[config.mk]
export PLATFORM = sky130hd
export DESIGN_NAME = cbs_steer
export DESIGN_NICKNAME = d
export VERILOG_FILES = /design/src/cbs_pkg.sv /design/src/cbs_steer.sv
export SDC_FILE = /design/constraint.sdc
export NUM_CORES = 1
export LEC_CHECK = 0
export BUFFER_PORTS_ARGS = -buffer_cell sky130_fd_sc_hd__buf_2
export CAP_MARGIN = 20
export CORE_UTILIZATION = 50
export DETAILED_ROUTE_END_ITERATION = 8
export PLACE_DENSITY_LB_ADDON = 0.05
export RECOVER_POWER = 100
export SYNTH_ARGS = -nofsm -noshare
export SYNTH_HDL_FRONTEND = slang
export SYNTH_SLANG_ARGS = --single-unit
[constraint.sdc]
create_clock -name clk_i -period 2.3 [get_ports clk_i]
set_input_delay 0.115 -clock clk_i [delete_from_list [all_inputs] [get_ports clk_i]]
set_output_delay 0.115 -clock clk_i [all_outputs]
set_load 0.02 [all_outputs]
[src/cbs_pkg.sv]
// Package for the channel data buffer steering block.
// Assumes a single 50 MHz processor bus clock and no software registers.
package cbs_pkg;

  // Reset-time strap meaning of the swap-direction pin
  localparam logic STRAP_COPROC_PRESENT = 1'b0;

  // Reset values of the buffer and steering controls (active low except swap direction, all idle high)
  localparam logic CTL_INACTIVE = 1'b1;
  localparam logic SWAP_DIR_RESET = 1'b1;

  // Cycle kinds requested by the channel controller
  typedef enum logic [2:0] {
    CBS_CYC_NONE = 3'b000,
    CBS_CYC_CPU_RD = 3'b001,
    CBS_CYC_CPU_WR = 3'b010,
    CBS_CYC_MST_RD = 3'b011,
    CBS_CYC_MST_WR = 3'b100
  } cbs_cyc_t;

  // Sequencer states
  typedef enum logic [2:0] {
    CBS_ST_IDLE = 3'b000,
    CBS_ST_FULL = 3'b001,
    CBS_ST_HALF1 = 3'b010,
    CBS_ST_HALF2 = 3'b011,
    CBS_ST_HOLD = 3'b100
  } cbs_state_t;

  // One request from the channel controller
  typedef struct packed {
    cbs_cyc_t kind;
    logic narrow_port;
    logic to_dram;
  } cbs_req_t;

  // Buffer control outputs, all active low except swap_direction
  typedef struct packed {
    logic swap_direction;
    logic byte_lane_steer_n;
    logic word_lane_steer_n;
    logic write_data_latch_en_n;
    logic upper_word_write_buf_en_n;
    logic byte1_write_buf_en_n;
    logic byte0_write_buf_en_n;
    logic low_byte_read_latch_en_n;
    logic read_buf_en_n;
  } cbs_ctl_t;

  // Whole state of the block
  typedef struct packed {
    cbs_state_t st;
    cbs_req_t req;
    cbs_ctl_t ctl;
    logic coproc_present;
    logic strap_taken;
  } cbs_regs_t;

  localparam cbs_ctl_t CTL_IDLE = '{
    swap_direction: SWAP_DIR_RESET,
    byte_lane_steer_n: CTL_INACTIVE,
    word_lane_steer_n: CTL_INACTIVE,
    write_data_latch_en_n: CTL_INACTIVE,
    upper_word_write_buf_en_n: CTL_INACTIVE,
    byte1_write_buf_en_n: CTL_INACTIVE,
    byte0_write_buf_en_n: CTL_INACTIVE,
    low_byte_read_latch_en_n: CTL_INACTIVE,
    read_buf_en_n: CTL_INACTIVE
  };

endpackage : cbs_pkg

[src/cbs_steer.sv]
// Channel data buffer steering: drives direction, swap, latch and lane enables.
// Assumes the channel controller presents one cycle request per start pulse and
// advances halves with phase_i; all inputs are synchronous to clk_i.
// How it works
// - Sample swap-direction pin at reset release
// - Low sample means coprocessor present
// - Swap direction low for read/master write
// - Swap direction high for write/master read
// - Narrow port access: two halves, byte steer
// - Narrow master to wide slave: word steer
// - Pulse write latch on CPU write only
// - Write latch holds data across both halves
// - Three separate write buffer lane enables
// - Write enables only CPU write/master DRAM read
// - Latch low byte first half, then present
// - Read enable on CPU read/master DRAM write
// - Test low floats swap pin and buffer controls
// - After reset data floats, controls inactive
`timescale 1ns/1ps
`default_nettype none
module cbs_steer
  import cbs_pkg::*;
(
  // Clock and reset
  input wire logic clk_i,
  input wire logic nrst_i,
  // Test pin, active low
  input wire logic test_n_i,
  // Cycle request from channel controller
  input wire logic start_i,
  input wire cbs_req_t req_i,
  input wire logic phase_i,
  input wire logic done_i,
  input wire logic narrow_master_translate_i,
  // Swap-direction pin, two-way
  input wire logic swap_direction_i,
  output logic swap_direction_o,
  output logic swap_direction_oe_o,
  // Buffer controls and their shared enable
  output cbs_ctl_t ctl_o,
  output logic ctl_oe_o,
  // Status
  output logic coproc_present_o,
  output logic busy_o
);

  // Reset synchroniser
  logic rst_q1_r;
  logic rst_q2_r;

  // Block state and its next value
  cbs_regs_t s_r;
  cbs_regs_t s_nxt;

  // Release the reset through two flops so the release is clean
  always_ff @(posedge clk_i or negedge nrst_i) begin
    if (!nrst_i) begin
      rst_q1_r <= 1'b0;
      rst_q2_r <= 1'b0;
    end else begin
      rst_q1_r <= 1'b1;
      rst_q2_r <= rst_q1_r;
    end
  end

  // Next-state logic
  always_comb begin
    s_nxt = s_r;
    // Strap taken on the first clock after release, pin still undriven
    if (!s_r.strap_taken) begin
      s_nxt.strap_taken = 1'b1;
      s_nxt.coproc_present = (swap_direction_i == STRAP_COPROC_PRESENT);
    end
    case (s_r.st)
      CBS_ST_IDLE: begin
        s_nxt.ctl = CTL_IDLE;
        if (start_i && s_r.strap_taken && req_i.kind != CBS_CYC_NONE) begin
          s_nxt.req = req_i;
          s_nxt.ctl = CTL_IDLE;
          // Direction: writes and master reads swap downward
          s_nxt.ctl.swap_direction = (req_i.kind == CBS_CYC_CPU_WR) ||
                                     (req_i.kind == CBS_CYC_MST_RD);
          case (req_i.kind)
            CBS_CYC_CPU_RD: begin
              s_nxt.ctl.read_buf_en_n = 1'b0;
              s_nxt.ctl.byte_lane_steer_n = !req_i.narrow_port;
              s_nxt.ctl.low_byte_read_latch_en_n = !req_i.narrow_port;
            end
            CBS_CYC_CPU_WR: begin
              // Latch write data so the channel sees its hold time
              s_nxt.ctl.write_data_latch_en_n = 1'b0;
              s_nxt.ctl.byte0_write_buf_en_n = 1'b0;
              s_nxt.ctl.byte1_write_buf_en_n = 1'b0;
              s_nxt.ctl.upper_word_write_buf_en_n = req_i.narrow_port;
              s_nxt.ctl.byte_lane_steer_n = !req_i.narrow_port;
            end
            CBS_CYC_MST_RD: begin
              // Master reads of board DRAM drive the channel lanes
              s_nxt.ctl.byte0_write_buf_en_n = !req_i.to_dram;
              s_nxt.ctl.byte1_write_buf_en_n = !req_i.to_dram;
              s_nxt.ctl.upper_word_write_buf_en_n = !req_i.to_dram;
              s_nxt.ctl.word_lane_steer_n = !narrow_master_translate_i;
            end
            CBS_CYC_MST_WR: begin
              s_nxt.ctl.read_buf_en_n = !req_i.to_dram;
              s_nxt.ctl.word_lane_steer_n = !narrow_master_translate_i;
            end
            default: begin
              s_nxt.ctl = CTL_IDLE;
            end
          endcase
          // Split cycles run two halves, others one
          if ((req_i.narrow_port && (req_i.kind == CBS_CYC_CPU_RD ||
               req_i.kind == CBS_CYC_CPU_WR)) ||
              (narrow_master_translate_i && (req_i.kind == CBS_CYC_MST_RD ||
               req_i.kind == CBS_CYC_MST_WR))) begin
            s_nxt.st = CBS_ST_HALF1;
          end else begin
            s_nxt.st = CBS_ST_FULL;
          end
        end
      end
      CBS_ST_HALF1: begin
        // Write latch enable is a single pulse; data stays latched after
        s_nxt.ctl.write_data_latch_en_n = CTL_INACTIVE;
        if (phase_i) begin
          s_nxt.st = CBS_ST_HALF2;
          // Low byte now held; second half reads the high byte
          s_nxt.ctl.low_byte_read_latch_en_n = CTL_INACTIVE;
        end
      end
      CBS_ST_FULL, CBS_ST_HALF2: begin
        s_nxt.ctl.write_data_latch_en_n = CTL_INACTIVE;
        if (done_i) begin
          s_nxt.st = CBS_ST_HOLD;
          // Close read path at once; write path stays one more cycle for hold
          s_nxt.ctl.read_buf_en_n = CTL_INACTIVE;
          s_nxt.ctl.low_byte_read_latch_en_n = CTL_INACTIVE;
        end
      end
      CBS_ST_HOLD: begin
        s_nxt.st = CBS_ST_IDLE;
        s_nxt.ctl = CTL_IDLE;
      end
      default: begin
        s_nxt.st = CBS_ST_IDLE;
        s_nxt.ctl = CTL_IDLE;
      end
    endcase
    // Safety: a read enable cancels all write enables on the same lanes
    if (!s_nxt.ctl.read_buf_en_n) begin
      s_nxt.ctl.byte0_write_buf_en_n = CTL_INACTIVE;
      s_nxt.ctl.byte1_write_buf_en_n = CTL_INACTIVE;
      s_nxt.ctl.upper_word_write_buf_en_n = CTL_INACTIVE;
    end
  end

  // State register; controls come straight from here so they cannot glitch
  always_ff @(posedge clk_i or negedge rst_q2_r) begin
    if (!rst_q2_r) begin
      s_r.st <= CBS_ST_IDLE;
      s_r.req <= '{kind: CBS_CYC_NONE, narrow_port: 1'b0, to_dram: 1'b0};
      s_r.ctl <= CTL_IDLE;
      s_r.coproc_present <= 1'b0;
      s_r.strap_taken <= 1'b0;
    end else begin
      s_r <= s_nxt;
    end
  end

  // Pin drivers; test low floats the swap pin and controls, status stays driven
  assign swap_direction_o = s_r.ctl.swap_direction;
  assign swap_direction_oe_o = test_n_i && s_r.strap_taken;
  assign ctl_o = s_r.ctl;
  assign ctl_oe_o = test_n_i;
  assign coproc_present_o = s_r.coproc_present;
  assign busy_o = (s_r.st != CBS_ST_IDLE);

endmodule : cbs_steer
`default_nettype wire

After elaboration in Yosys (flattened, before gate mapping). Index checks and enable logic that the tools add are counted.

Bits in writable memories: 0. Logic and storage cells: 72. Bits in registers: 21. Memories: 0. ROM bits: 0. Latch bits: 0.

Order comparisons: 0. Eq/ne operators: 11. Mux-type cells: 20. Add/sub/neg operators: 0. Shifts and indexed selects: 0. Divide/modulo/power cells: 0. Multipliers: 0. Reductions and logical operators: 23. Bitwise gates (word level): 1.

Operators with widths (count): $pmux 3 s2 (3); $mux 17 (1); $eq 3x2->1 const B (4); $mux 3 (3); $pmux 3 s3 (1); $ne 2x2->1 const B (4); $mux 1 (7); $eq 3x1->1 const B (2); $pmux 1 s3 (2); $reduce_bool 3->1 (2); $reduce_or 2->1 (3); $logic_and 1x1->1 (5); $logic_or 1x1->1 (4); $mux 2 (2); $reduce_and 2->1 (2); $reduce_or 4->1 (1); $eq 3x3->1 const B (1); $logic_not 1->1 (3); $logic_not 3->1 (1); $reduce_and 3->1 (1); $reduce_or 3->1 (1); $pmux 1 s2 (1); $not 1->1 (1).

Depth between registers and ports, before layout.
Depth in word-level cells: 8. Depth in mapped cells: 5. Mapped depth without buffers: 3.

Worst setup path before layout. Ideal clock, no wire load.

Path kind: register to register. Start: register s_r[16] in the netlist's numbering. End: register s_r, in the netlist ctl_o[4]. Arrival time: 1.375 ns. Clock period less this slack: 1.475 ns. Stages on the path, launching flop included: 6. Slack: 0.825 ns. Buffers on the path: 2. Cell sequence: dfrtp_1 > buf_6 > or3_4 > buf_6 > a2111oi_4 > o22ai_1.

Cells in the longest elaborated chain, start to end: 4. Elaborated cells on any way between the ends: 10. Classes of those cells: 4 x eq/ne; 3 x mux; 3 x reduce/logical.

RTL lines: start, declared (RTL line cbs_steer.sv:52) `cbs_regs_t s_r;`; start signal, assigned (RTL line cbs_steer.sv:167) `s_r <= s_nxt;`; $eq 3x1->1 / $eq 3x2->1 (equally long branches) (RTL line cbs_steer.sv:74) `case (s_r.st)`; $reduce_or 2->1 / $reduce_or 3->1 (equally long branches); $pmux 1 s3 / $pmux 3 s2 (equally long branches) (RTL line cbs_steer.sv:74); $ne 2x2->1 (no line) / $mux 3 (equally long branches).

Several ways; a longest one is shown, not always the timed one. A chain may end at the register's enable or synchronous reset.

Worst setup path in the final report.
Start: register s_r[16] in the netlist's numbering. End: output port busy_o.

Cells in the longest elaborated chain, start to end: 1.

RTL lines: $reduce_bool 3->1 (RTL line cbs_steer.sv:177) `assign busy_o = (s_r.st != CBS_ST_IDLE);`; end, declared (RTL line cbs_steer.sv:44) `output logic busy_o`.

Every way passes these cells.

==> metrics.txt <==
Final Non-Filler Cells=120; Final GP Congestion=0.843; Worst EP required=2.18 ns; # fillers=158; min Tclk post-route=1.59 ns; worst hold stages=3; Worst-Margin Slew=0.673 ns; relative slew slack=54.0%; total gr overflow=0; Vias=665; Avg Vias per Cell=between 5 and 6; die area=1910 sq um; num ports=27; Die Wd=between 40 and 50 um; syn avg cell area=between 10 and 15 sq um; fmax=0.628 GHz; Critical Path, Cell by Cell=or3_1 > clkbuf_1; Synth cell types=38; failing checks=DRC; hold endpoint=s_r[18]; Initial DRC Count=9; largest net degree at the start of global routing=14; Lkg Pwr=0.378 nW; Setup Crit Path Kind=reg2out; antenna cells=0; initial antenna violation count=0; Power Dens Cells=797 nW/um^2; part of the Yosys area used for sequential elements=44.3%; IO buf count=26; final hold violations=0; first-pass GRT wire length=between 2000 and 3000 um; period utilisation layout=69.2%; crit end category=output port; Die H=roughly 44 um; RSZ-0062 raised after global routing=false; flop2flop setup slack=0.76 ns; DRC Markers=3; number of flops mapped to enable cells by yosys=0; slowest stage cell, crit path=or3_1; final setup fails=0; asr flop ratio synth=100%; post-route ant nets=0; Peak VDD IR=0.000491 V; CTS Buf Count=3; Worst Skew=0.00259 ns; Worst-path clk slew=0.09 ns; floorplan row count=14; vias in the first global route=around 640; worst-skew pair later-pin latency=approximately 0.28 ns; layout cell share with drive strength beyond 1=around a quarter; Worst Hold Class=in2reg; crit-path max cell delay=0.52 ns; Mapped Cells=84; Slew Limit Fails=0; final-stage net count=118; reg-to-reg critical path endpoint=ctl_o[4]; hold_sp=done_i; Reg2Reg Depth=3; drt first pass iters=5; DR WL/cell=roughly 13 um; clk root buf=clkbuf_4; Final Power=0.758 mW; status=finished, violations left; #FFs+latches synth=15; WP data arrival=1.48 ns; main flop type after synthesis=dfstp_2; area delta synth->final=9.20%; mapped cell area=871 sq um; DP HPWL=1250 um; Final TNS setup=0 ns; r2r startpoint=s_r[17]; critical path fanouts, max=9; Starting Density=55.9%; H-tree levels=1; CP Launch Type=flop; post-layout util=approximately 60%; placed insts=about 110; core area=1560 sq um; synth warn=0; total wire length=1610 um; CTS Buffer Depth=2; clk sinks=15; TritonCTS clock tree=done; Max Cap Violations=0; global-route usage over all layers=20.0%
-- per-layer routing --
layer  up-vias  track usage (%)  share of wire, %
li1        327                -                 -
met1       312             21.9                45
met2        21             33.4                47
met3         5             8.33               6.3
met4         0             9.38               1.6
met5         -                0                 0
-- how the worst max path moves through the flow --
stage,from,to,slack [ns],cells after the start
floorplan,s_r[16],ctl_o[4],0.82,5
global placement,s_r[16],ctl_o[4],0.88,3
detailed placement,s_r[17],ctl_o[4],0.74,3
CTS,s_r[17],ctl_o[4],0.73,3
global route,s_r[17],ctl_o[3],0.61,3
finish,s_r[16],busy_o,0.71,2
-- power breakdown --
group / switching (mW) / internal [mW]
clock network: 0.0818 / 0.0646
registers: 0.0478 / 0.310
logic: 0.161 / 0.0924
total: 0.291 / 0.467
-- critical path: cells and delay by family (launching register included) --
family / cells / cell delay (ns)
buffers and inverters: 1 / 0.22
flip-flops: 1 / 0.46
AND/OR/NAND/NOR: 1 / 0.52
-- timing repair --
item	CTS	global route
setup buffers	0	0
resized for setup	0	0
endpoints found under the hold margin	4	0
hold buffers	3	0
-- area by class of cell --
class	instances	area (sq um)	share of cell area (%)
inverter	4	15.0	1.58
clock buffer	3	22.5	2.37
timing repair buffer	29	140	14.7
tap	16	20.0	2.11
sequential	15	385	40.5
multi-input combinational	52	363	38.2
clock inverter	1	5.00	0.526
-- cells in the mapped netlist, types with 2 or more instances --
cell,number,area (sq um)
a21o_1,2,15.0
a21oi_1,3,15.0
buf_4,10,75.1
buf_6,2,22.5
dfrtp_1,7,175
dfstp_2,8,210
inv_1,4,15.0
mux2_2,2,22.5
nand2_1,2,7.51
nor2_1,6,22.5
nor2b_1,5,31.3
nor3_1,2,10.0
nor4bb_1,3,30.0
o21ai_0,3,15.0
o22ai_1,2,12.5
-- metrics by stage --
| stage | hold slack (ns) | setup slack [ns] | area [sq um] |
|---|---|---|---|
| after floorplan | -0.181 | 0.825 | 875 |
| after global routing | 0.107 | 0.612 | 951 |
| final | 0.105 | 0.709 | 951 |
| after global placement | -0.0994 | 0.878 | 918 |
| after CTS | 0.0894 | 0.734 | 976 |
| after detailed placement | -0.0996 | 0.735 | 918 |
-- sequential cells by signal, indices dropped and copies added, names as in the netlist --
name,count
s_r,4
ctl_o,7
rst_q1_r,1
rst_q2_r,1
swap_direction_o,1
coproc_present_o,1
-- placed cells by master (no fill, tap or decap), types with 2 or more instances in the layout --
cell type      instances
clkbuf_1              16
buf_2                 10
dfstp_2                8
dfrtp_1                7
nor2_1                 6
nor2b_1                5
inv_1                  4
nor4bb_1               3
o21ai_0                3
a21oi_1                3
clkbuf_4               3
dlygate4sd3_1          3
or3_1                  2
nor3_1                 2
mux2_2                 2
o22ai_1                2
nand2_1                2
a21o_1                 2
conb_1                 2
-- logic make-up after synthesis --
| logic type | after synthesis | synth area share, % |
|---|---|---|
| xor gates and xnor gates | 1 | 1.01 |
| AOI/OAI and AO/OA | 22 | 20.1 |
| DFF | 15 | 44.3 |
| buffers and inverters | 18 | 13.9 |
| and+or+nand+nor | 25 | 17.7 |
| muxes | 2 | 2.59 |
| other | 1 | 0.431 |
No activity file was read; power rests on OpenSTA's default activity.
